<file path="src/inc/alc_regs.svh">
`ifndef ALC_REGS_SVH
`define ALC_REGS_SVH
// ----------------------------------------
// register select codes, control word bits 10:9
// ----------------------------------------
`define ALC_SEL_PRIMARY 2'h0
`define ALC_SEL_FORMAT  2'h1
`define ALC_SEL_RATE    2'h2
`define ALC_SEL_LOOP    2'h3
// ----------------------------------------
// control word fields and bit positions
// ----------------------------------------
`define ALC_CW_SEL_LO   4'h9
`define ALC_CW_DAT_LO   4'hB
`define ALC_PRI_PAR_ODD 2'h1
`define ALC_PRI_RX_EN   2'h2
`define ALC_FAST_CODE   4'hF
`define ALC_REG_RST     4'h0
// ----------------------------------------
// timing, in ns, in cycles of clk and in baud
// ----------------------------------------
`define ALC_CLK_NS      32'h0000_0064
`define ALC_STB_NS      32'h0000_0190
`define ALC_STB_CYC     ((`ALC_STB_NS + `ALC_CLK_NS - 32'h0000_0001) / `ALC_CLK_NS)
`define ALC_CLRM_NS     32'h0000_004B
`define ALC_CLRM_CYC    ((`ALC_CLRM_NS + `ALC_CLK_NS - 32'h0000_0001) / `ALC_CLK_NS)
`define ALC_CAP_GAP     2'h2
`define ALC_FAST_BAUD   32'h0000_9600
`endif

</file>
<file path="src/inc/alc_pkg.sv">
package alc_pkg;
  // ----------------------------------------
  // carriers
  // ----------------------------------------
  typedef struct packed {
    logic       ovr;
    logic       frm;
    logic       par;
    logic [7:0] data;
  } alc_uart_rx_t;

  typedef struct packed {
    logic [1:0] err;
    logic [7:0] data;
  } alc_rx_entry_t;

  typedef struct packed {
    logic [1:0]    line;
    alc_rx_entry_t entry;
  } alc_rx_word_t;

  typedef struct packed {
    logic [1:0] dataLen;
    logic       twoStop;
    logic       parityEn;
    logic       parityOdd;
  } alc_fmt_t;

  // ----------------------------------------
  // state of the line card, apart from the receive fifo
  // ----------------------------------------
  typedef struct packed {
    logic [3:0][3:0]        primary;
    logic [3:0]             loop;
    logic [3:0][3:0]        fmt;
    logic [3:0][3:0]        rate;
    logic [3:0]             speed;
    logic [3:0]             match;
    logic [3:0]             active;
    logic [3:0]             rxFlag;
    logic [3:0]             rxEnPrev;
    alc_rx_entry_t [3:0]    file;
    logic                   stbPrev;
    logic [2:0]             stbCnt;
    logic [1:0]             stbLine;
    logic [1:0]             stbSel;
    logic [1:0]             clrCnt;
    logic [1:0]             clrLine;
    logic                   clrIsMatch;
    logic [3:0][17:0]       divCnt;
    logic [17:0]            xtalCnt;
    logic [1:0]             capGap;
    alc_fmt_t [3:0]         fmtDec;
    logic [3:0]             fmtStb;
    logic [3:0]             rateStb;
    logic [3:0]             clkTick;
    logic [3:0]             txLoad;
    logic [3:0]             uartRd;
    logic [3:0]             clrMatchP;
    logic [3:0]             clrRxP;
    logic [7:0]             txData;
    logic                   txWaitN;
    logic                   rxFlagN;
    logic                   matchN;
    logic                   flagOeN;
    alc_rx_entry_t          rxWord;
    logic                   rxOeN;
  } alc_state_t;
endpackage

</file>
<file path="src/verilog/alc_line_card.sv">
`timescale 1ns/10ps
`include "alc_regs.svh"
// Operation
// - format gives 5-8 bits, stops, parity
// - writes only when select bits match card
// - control bits 10:9 pick target register
// - control strobe stretched to 400 ns
// - strobe reaches one of sixteen registers
// - primary stores control bits 11-14
// - loopback bit loads control bit 11
// - format and rate registers four bits
// - init clears primary and loopback only
// - scanner bits 3:2 select card, 1:0 line
// - transmit/receive bit picks flag side
// - transmit waiting low when holding empty
// - receiver flag low on receive or match
// - receiver enable sets match flip-flop
// - data enable clears match or flag
// - generator clock for 50 to 9600 baud
// - rate code 17 octal selects 38.4K
// - speed flip-flop switches clock path
// - receive entry holds data and error
// - three error inputs per character
// - errors priority encoded into two bits
// - flag sets on load, clears on read
// - resync clears active and match

// ----------------------------------------
// receive buffer fifo
// ----------------------------------------
module alc_fifo #(
  parameter int W = 12,
  parameter int D = 8
) (
  input  wire logic         clk,
  input  wire logic         rst,
  input  wire logic         inValid,
  input  wire logic [W-1:0] inData,
  output logic              inReady,
  output logic              outValid,
  output logic [W-1:0]      outData,
  input  wire logic         outReady
);
  localparam int AW = (D > 1) ? $clog2(D) : 1;

  typedef struct packed {
    logic [D-1:0][W-1:0] mem;
    logic [AW-1:0]       wp;
    logic [AW-1:0]       rp;
    logic [AW:0]         cnt;
  } alc_fifo_state_t;

  alc_fifo_state_t r;
  alc_fifo_state_t s;
  logic            push;
  logic            pop;

  // full and empty straight from the count
  assign inReady  = (r.cnt != (AW+1)'(D));
  assign outValid = (r.cnt != '0);
  assign outData  = r.mem[r.rp];

  // pointer wrap is explicit so depths other than powers of two work
  always_comb
  begin
    s    = r;
    push = inValid & inReady;
    pop  = outValid & outReady;
    if (push)
    begin
      s.mem[r.wp] = inData;
      s.wp = (r.wp == AW'(D-1)) ? '0 : r.wp + 1'b1;
    end
    if (pop)
    begin
      s.rp = (r.rp == AW'(D-1)) ? '0 : r.rp + 1'b1;
    end
    s.cnt = r.cnt + (AW+1)'(push) - (AW+1)'(pop);
  end

  always_ff @(posedge clk or posedge rst)
  begin
    if (rst)
    begin
      r <= '0;
    end
    else
    begin
      r <= s;
    end
  end
endmodule // alc_fifo

// ----------------------------------------
// four-line asynchronous line card control
// ----------------------------------------
module alc_line_card #(
  parameter int unsigned CLK_HZ   = 32'h0098_9680,
  parameter int          RX_DEPTH = 8
) (
  input  wire logic                        clk,
  input  wire logic                        rst,
  input  wire logic                        init,
  input  wire logic [1:0]                  cardPos,
  input  wire logic [3:0]                  lineSelBits,
  input  wire logic [15:0]                 lineCtrlWord,
  input  wire logic                        ctrlStrobe,
  input  wire logic [3:0]                  scanBits,
  input  wire logic                        scanTx,
  input  wire logic                        txStrobe,
  input  wire logic [7:0]                  txChar,
  input  wire logic                        rxDataEnablePulse,
  input  wire logic                        rxFileRead,
  input  wire logic                        resyncPulse,
  input  wire logic [3:0]                  txHoldEmpty,
  input  wire logic [3:0]                  rxAvail,
  input  wire alc_pkg::alc_uart_rx_t [3:0] uartRx,
  output logic [3:0][3:0]                  linePrimary,
  output logic [3:0]                       lineLoopback,
  output alc_pkg::alc_fmt_t [3:0]          lineFormat,
  output logic [3:0][3:0]                  lineRate,
  output logic [3:0]                       fmtStrobe,
  output logic [3:0]                       rateGenStrobe,
  output logic [3:0]                       lineClkTick,
  output logic [3:0]                       txLoad,
  output logic [7:0]                       txData,
  output logic [3:0]                       uartRxRead,
  output logic [3:0]                       clearMatchPulse,
  output logic [3:0]                       clearRxFlagPulse,
  output logic                             txFlagWaitN,
  output logic                             rxFlagN,
  output logic                             matchDetN,
  output logic                             flagOeN,
  output alc_pkg::alc_rx_entry_t           rxFileWord,
  output logic                             rxFileOeN
);
  // doubled baud per rate code so 134.5 stays an integer; code F unused
  localparam int unsigned BAUD_X2 [16] = '{
    32'h0000_0064, 32'h0000_0096, 32'h0000_00DC, 32'h0000_010D,
    32'h0000_012C, 32'h0000_0258, 32'h0000_04B0, 32'h0000_0960,
    32'h0000_0E10, 32'h0000_0FA0, 32'h0000_12C0, 32'h0000_1C20,
    32'h0000_2580, 32'h0000_3840, 32'h0000_4B00, 32'h0001_2C00};
  localparam int unsigned XTAL_DIV = CLK_HZ / `ALC_FAST_BAUD;

  alc_pkg::alc_state_t    r;
  alc_pkg::alc_state_t    s;
  logic [17:0]            divTab [16];
  logic [15:0]            regHit;
  logic [3:0]             cwData;
  logic [1:0]             scanLine;
  logic                   scanHit;
  logic                   stbEdge;
  logic                   xtTick;
  logic                   genTick;
  logic                   anyAvail;
  logic [1:0]             pick;
  logic [3:0]             rxSet;
  logic [3:0]             rxClr;
  logic                   fifoInValid;
  logic                   fifoInReady;
  alc_pkg::alc_rx_word_t  fifoInWord;
  logic                   fifoOutValid;
  logic                   fifoOutReady;
  alc_pkg::alc_rx_word_t  fifoOutWord;

  // ----------------------------------------
  // helpers
  // ----------------------------------------
  function automatic logic [3:0] alcOneHot4(input logic [1:0] l);
    alcOneHot4 = 4'h1 << l;
  endfunction

  function automatic logic [15:0] alcDec16(input logic [3:0] idx);
    alcDec16 = 16'h0001 << idx;
  endfunction

  // overrun over framing over parity
  function automatic logic [1:0] alcErr(input alc_pkg::alc_uart_rx_t u);
    if (u.ovr)
      alcErr = 2'h2;
    else if (u.frm)
      alcErr = 2'h3;
    else if (u.par)
      alcErr = 2'h1;
    else
      alcErr = 2'h0;
  endfunction

  // divider table fixed at elaboration, no runtime divide
  generate
    for (genvar k = 0; k < 16; k++)
    begin : g_div
      localparam int unsigned DV = (2 * CLK_HZ) / BAUD_X2[k];
      assign divTab[k] = 18'(DV);
    end
  endgenerate

  // ----------------------------------------
  // receive buffer between the uarts and the receive file
  // ----------------------------------------
  alc_fifo #(
    .W (12),
    .D (RX_DEPTH)
  ) u_rx_fifo (
    .clk      (clk),
    .rst      (rst),
    .inValid  (fifoInValid),
    .inData   (fifoInWord),
    .inReady  (fifoInReady),
    .outValid (fifoOutValid),
    .outData  (fifoOutWord),
    .outReady (fifoOutReady)
  );

  // ----------------------------------------
  // next state
  // ----------------------------------------
  always_comb
  begin
    s            = r;
    s.fmtStb     = '0;
    s.rateStb    = '0;
    s.clkTick    = '0;
    s.txLoad     = '0;
    s.uartRd     = '0;
    s.clrMatchP  = '0;
    s.clrRxP     = '0;
    s.rxOeN      = 1'b1;
    rxSet        = '0;
    rxClr        = '0;
    genTick      = 1'b0;
    anyAvail     = 1'b0;
    pick         = 2'h0;
    fifoInValid  = 1'b0;
    fifoInWord   = '0;
    fifoOutReady = 1'b0;
    regHit       = '0;
    cwData       = lineCtrlWord[`ALC_CW_DAT_LO +: 4];
    scanLine     = scanBits[1:0];
    scanHit      = (scanBits[3:2] == cardPos);
    stbEdge      = ctrlStrobe & ~r.stbPrev;
    s.stbPrev    = ctrlStrobe;

    // control strobe: register write and stretched delivery
    if (r.stbCnt != 3'h0)
      s.stbCnt = r.stbCnt - 3'h1;
    if (stbEdge && (lineSelBits[3:2] == cardPos))
    begin
      regHit    = alcDec16({lineSelBits[1:0], lineCtrlWord[`ALC_CW_SEL_LO +: 2]});
      s.stbCnt  = 3'(`ALC_STB_CYC);
      s.stbLine = lineSelBits[1:0];
      s.stbSel  = lineCtrlWord[`ALC_CW_SEL_LO +: 2];
    end
    for (int i = 0; i < 4; i++)
    begin
      if (regHit[i*4 + `ALC_SEL_PRIMARY])
        s.primary[i] = cwData;
      if (regHit[i*4 + `ALC_SEL_FORMAT])
        s.fmt[i] = cwData;
      if (regHit[i*4 + `ALC_SEL_RATE])
      begin
        s.rate[i]  = cwData;
        s.speed[i] = (cwData == `ALC_FAST_CODE);
      end
      if (regHit[i*4 + `ALC_SEL_LOOP])
        s.loop[i] = cwData[0];
      if (init)
      begin
        s.primary[i] = `ALC_REG_RST;
        s.loop[i]    = 1'b0;
      end
      // strobe width follows the stretch counter, not the input pulse
      s.fmtStb[i]  = (s.stbCnt != 3'h0) && (s.stbLine == 2'(i)) &&
                     (s.stbSel == `ALC_SEL_FORMAT);
      s.rateStb[i] = (s.stbCnt != 3'h0) && (s.stbLine == 2'(i)) &&
                     (s.stbSel == `ALC_SEL_RATE);
      s.fmtDec[i]  = '{dataLen:   r.fmt[i][1:0],
                       twoStop:   r.fmt[i][2],
                       parityEn:  r.fmt[i][3],
                       parityOdd: r.primary[i][`ALC_PRI_PAR_ODD]};
    end

    // data enable: clear match when set, else clear the receive flag
    if (r.clrCnt != 2'h0)
      s.clrCnt = r.clrCnt - 2'h1;
    if (rxDataEnablePulse && scanHit)
    begin
      s.clrCnt     = 2'(`ALC_CLRM_CYC);
      s.clrLine    = scanLine;
      s.clrIsMatch = r.match[scanLine];
      if (r.match[scanLine])
        s.match[scanLine] = 1'b0;
      else
        rxClr[scanLine] = 1'b1;
    end

    // capture one uart character; gap lets data available drop
    if (r.capGap != 2'h0)
      s.capGap = r.capGap - 2'h1;
    else if (fifoInReady)
    begin
      for (int i = 3; i >= 0; i--)
      begin
        if (rxAvail[i])
        begin
          anyAvail = 1'b1;
          pick     = 2'(i);
        end
      end
      if (anyAvail)
      begin
        fifoInValid            = 1'b1;
        fifoInWord.line        = pick;
        fifoInWord.entry.data  = uartRx[pick].data;
        fifoInWord.entry.err   = alcErr(uartRx[pick]);
        s.uartRd               = alcOneHot4(pick);
        s.capGap               = `ALC_CAP_GAP;
      end
    end

    // drain into the file only while that line's entry is free
    if (fifoOutValid && !r.rxFlag[fifoOutWord.line])
    begin
      fifoOutReady                 = 1'b1;
      s.file[fifoOutWord.line]     = fifoOutWord.entry;
      rxSet[fifoOutWord.line]      = 1'b1;
    end

    // microprocessor reads the scanned line's entry
    if (rxFileRead && scanHit && !scanTx)
    begin
      s.rxWord        = r.file[scanLine];
      s.rxOeN         = 1'b0;
      rxClr[scanLine] = 1'b1;
    end

    // transmit load pulse for the scanned line
    if (txStrobe && scanHit && scanTx)
    begin
      s.txLoad = alcOneHot4(scanLine);
      s.txData = txChar;
    end

    // crystal path shared by all four lines
    xtTick = (r.xtalCnt >= 18'(XTAL_DIV - 1));
    s.xtalCnt = xtTick ? 18'h0_0000 : r.xtalCnt + 18'h0_0001;

    for (int i = 0; i < 4; i++)
    begin
      // match and active; a fresh enable edge beats a resync
      if (resyncPulse && scanHit && (scanLine == 2'(i)))
      begin
        s.match[i]  = 1'b0;
        s.active[i] = 1'b0;
      end
      if (s.primary[i][`ALC_PRI_RX_EN] && !r.rxEnPrev[i])
        s.match[i] = 1'b1;
      if (s.match[i])
        s.active[i] = 1'b1;
      // enable low holds both cleared
      if (!s.primary[i][`ALC_PRI_RX_EN])
      begin
        s.match[i]  = 1'b0;
        s.active[i] = 1'b0;
      end
      s.rxEnPrev[i] = s.primary[i][`ALC_PRI_RX_EN];

      // set beats clear; an inactive line cannot flag at all
      s.rxFlag[i] = rxSet[i] | (r.rxFlag[i] & ~rxClr[i]);
      if (!s.active[i])
        s.rxFlag[i] = 1'b0;

      s.clrMatchP[i] = (s.clrCnt != 2'h0) && (s.clrLine == 2'(i)) && s.clrIsMatch;
      s.clrRxP[i]    = (s.clrCnt != 2'h0) && (s.clrLine == 2'(i)) && !s.clrIsMatch;

      // generator path restarts on each rate write
      if (s.rateStb[i])
        s.divCnt[i] = 18'h0_0000;
      else if (r.divCnt[i] >= divTab[r.rate[i]] - 18'h0_0001)
      begin
        s.divCnt[i] = 18'h0_0000;
        genTick     = 1'b1;
      end
      else
        s.divCnt[i] = r.divCnt[i] + 18'h0_0001;
      s.clkTick[i] = r.speed[i] ? xtTick : genTick;
      genTick      = 1'b0;
    end

    // flag lines, released when the card is not scanned
    s.flagOeN = ~scanHit;
    s.txWaitN = ~(scanHit & scanTx & txHoldEmpty[scanLine]);
    s.rxFlagN = ~(scanHit & ~scanTx &
                  (r.rxFlag[scanLine] | r.match[scanLine]));
    s.matchN  = ~(scanHit & ~scanTx & r.match[scanLine]);
  end

  // ----------------------------------------
  // state register
  // ----------------------------------------
  always_ff @(posedge clk or posedge rst)
  begin
    if (rst)
    begin
      r         <= '0;
      r.txWaitN <= 1'b1;
      r.rxFlagN <= 1'b1;
      r.matchN  <= 1'b1;
      r.flagOeN <= 1'b1;
      r.rxOeN   <= 1'b1;
    end
    else
    begin
      r <= s;
    end
  end

  // outputs straight from the state register
  assign linePrimary      = r.primary;
  assign lineLoopback     = r.loop;
  assign lineFormat       = r.fmtDec;
  assign lineRate         = r.rate;
  assign fmtStrobe        = r.fmtStb;
  assign rateGenStrobe    = r.rateStb;
  assign lineClkTick      = r.clkTick;
  assign txLoad           = r.txLoad;
  assign txData           = r.txData;
  assign uartRxRead       = r.uartRd;
  assign clearMatchPulse  = r.clrMatchP;
  assign clearRxFlagPulse = r.clrRxP;
  assign txFlagWaitN      = r.txWaitN;
  assign rxFlagN          = r.rxFlagN;
  assign matchDetN        = r.matchN;
  assign flagOeN          = r.flagOeN;
  assign rxFileWord       = r.rxWord;
  assign rxFileOeN        = r.rxOeN;
endmodule // alc_line_card

</file>
<file path="config.mk">
export PLATFORM = sky130hd
export DESIGN_NAME = alc_line_card
export DESIGN_NICKNAME = d
export VERILOG_FILES = /design/src/inc/alc_pkg.sv /design/src/verilog/alc_line_card.sv
export VERILOG_INCLUDE_DIRS = /design/src /design/src/inc
export SDC_FILE = /design/constraint.sdc
export NUM_CORES = 1
export LEC_CHECK = 0
export BUFFER_PORTS_ARGS = -buffer_cell sky130_fd_sc_hd__buf_4
export CORE_MARGIN = 4
export CORE_UTILIZATION = 45
export CTS_BUF_LIST = sky130_fd_sc_hd__clkbuf_8
export DETAILED_ROUTE_END_ITERATION = 8
export SYNTH_ARGS = -nofsm -noshare
export SYNTH_HDL_FRONTEND = slang
export SYNTH_SLANG_ARGS = --single-unit
</file>
<file path="constraint.sdc">
create_clock -name clk -period 16.65 [get_ports clk]
set_input_delay 2.4975 -clock clk [delete_from_list [all_inputs] [get_ports clk]]
set_output_delay 2.4975 -clock clk [all_outputs]
set_load 0.01 [all_outputs]
</file>
==> metrics <==
clk_lat worst skew=0.65 ns; RSZ-0062 raised after global routing=false; Final Util=0.516; Cells after DPL=2744; Hold Buf Count CTS=0; H-tree Lvls=3; Synth top area share=0.439; Slew @ Worst Pin=1.24 ns; CP Launch Type=register; first-pass GRT wire length=84200 um; Crit path largest cell delay=0.73 ns; initial antenna violation count=3; Iteration-0 DRC Markers=980; Post-CTS Resized=0; vias in the first global route=15800; WL per Instance=17.8 um; Layout area overhead=12.7%; skew final=0.0321 ns; die area=52300 um2; layout cell share with drive strength beyond 1=0.238; max cap viols=0; Via-to-Cell Ratio=5.40; Most Frequent Cell on Critical Path=ha_1; Critical-path top delay cell=dfrtp_1; clock-pin slew on the worst setup and hold paths=0.06 ns; Worst EP arrival=5.84 ns; area of the mapped netlist=21900 um2; post-synth top area cell=dfrtp_1; Pleak=0.0115 uW; Final Non-Filler Cells=2871; Setup Crit Path Kind=reg2reg; Max IR drop VDD=0.0652 mV; Die H=229 um; Avg Cell Area, Syn=10.4 um2; Setup-failing EPs final=0; PD cells=148 nW/um2; Mapped Cells=2101; Distinct cells, synth=75; Initial Util=0.458; vias post-DR=15500; Clock Sinks=390; CTS tree=done; Synth Flop Type=dfrtp_1; slew margin rel.=0.163; PnR Total Power=3650 uW; # rows=80; Total GRT Usage=0.196; largest net degree at the start of global routing=189; DIE WIDTH=229 um; Final TNS setup=0 ns; EDFF count, synth=0; final number of hold-violating endpoints=0; post-synthesis sequential area ratio=0.445; Setup crit end kind=register; top cell family by delay on the critical path=compound AO/OA/AOI/OAI gates; Hold Crit Class=reg2reg; top-level port count=202; grt total ovfl=0; CP cell instances=inv_1 -> ha_1 -> nor2_1 -> o31ai_1 -> ha_1 -> o311ai_0 -> nor4_1 -> o21ai_0 -> nand2_1 -> a21oi_1 -> ha_1 -> a21o_1 -> a221o_1 -> a221oi_1 -> o221ai_2 -> nor2_1; Clock Path Buffers=3; Fmax=190 MHz; post-CTS setup buffers=0; DRC=0; Crit path buffers/inverters=1; status=complete, no violations; flops & latches, synth=390; Final GP Congestion=0.830; asr flop ratio synth=1.00; Detailed Place HPWL=35800 um; CTS buffer count=71; post-route ant nets=0; port bufs=191; CP Max Fanout=18; CP required=17.21 ns; minimum clock period=5.27 ns; Post-synth top cells=385 x dfrtp_1, 220 x nor2_1, 143 x mux2_2; most frequent cell after synthesis=dfrtp_1; DR pass1 iterations=7; fin crit share=0.317; Syn. warnings=0; final wirelength=51200 um; Final Slew Violations=0; largest cells by area after synthesis=dfrtp_1 44%, mux2_2 7.3%, ha_1 7.3%; n_diodes=0; CTS root buffer=clkbuf_8; core area=47900 um2; Final nets=2426
==> where the power goes <==
part | internal [uW] | switching, uW | leakage [uW]
Combinational | 653 | 666 | 0.00570
Sequential | 1200 | 184 | 0.00500
Clock | 532 | 415 | 0.000843
==> per-stage QoR <==
stage / setup WS, ns / area [um2] / hold WS (ns)
floorplan: 3.32 / 22000 / 0.349
global placement: 11.40 / 23200 / 0.355
detailed placement: 11.36 / 23200 / 0.359
CTS: 11.33 / 24700 / 0.367
global route: 10.84 / 24700 / 0.378
finish: 11.38 / 24700 / 0.368
==> cell families (layout without fill, tap and decap cells) <==
kind of cell | Yosys count | in the layout | share of synthesized area
compound gates | 346 | 346 | 0.0999
xor+xnor | 117 | 117 | 0.0467
fa+ha+maj | 129 | 129 | 0.0739
buf+inv | 260 | 407 | 0.0631
flops | 390 | 390 | 0.445
mux | 209 | 209 | 0.127
other cells | 1 | 9 | 0.000171
simple gates | 649 | 649 | 0.145
==> cells in the final DEF, fill, tap and decap left out, types with 42 or more instances in the layout <==
master / n
dfrtp_1: 385
nor2_1: 220
buf_4: 207
mux2_2: 143
nand2_1: 128
ha_1: 128
a21oi_1: 112
clkbuf_8: 89
inv_1: 87
o21ai_0: 82
nand3_1: 67
xor2_1: 61
xnor2_1: 56
nor2b_1: 42
==> state kept, by name, summed over array words and instances, names as in the netlist, 4 cells and up <==
signal and cells:
lineFormat 20, rxFileWord 10, r 180, fmtStrobe 4, u_rx_fifo.r 106, clearMatchPulse 4, clearRxFlagPulse 4, lineRate 16
lineLoopback 4, txData 8, uartRxRead 4, rateGenStrobe 4, lineClkTick 4, linePrimary 13, txLoad 4
==> final timing paths <==
check	startpoint	end	slack (ns)	cells after the start
hold / removal	r[267]	lineFormat[16]	0.37	0
setup reg to reg	lineRate[8]	r[141]	11.38	16
hold reg to reg	r[267]	lineFormat[16]	0.37	0
min in group asynchronous	rst	r[262]	2.01	2
setup / recovery	lineRate[8]	r[141]	11.38	16
max in group asynchronous	rst	txData[4]	13.06	3
==> final cells by class <==
cell class              instances  area, um2
fillers                      4272      23200
multi-input cells            1459      10800
flip-flops and latches        390       9770
repair buffers                208       1570
clock buffers                  89       1220
well taps                     615        769
inverters                      72        278
clock inverters                38        268
==> layer usage <==
layer	track usage	routed length, um	vias to the layer above
li1	-	-	7500
met5	0	50	-
met3	0.0408	2420	90
met4	0.0669	1310	6
met2	0.323	24400	319
met1	0.261	23000	7600
Power figures use the tool's default switching activity.
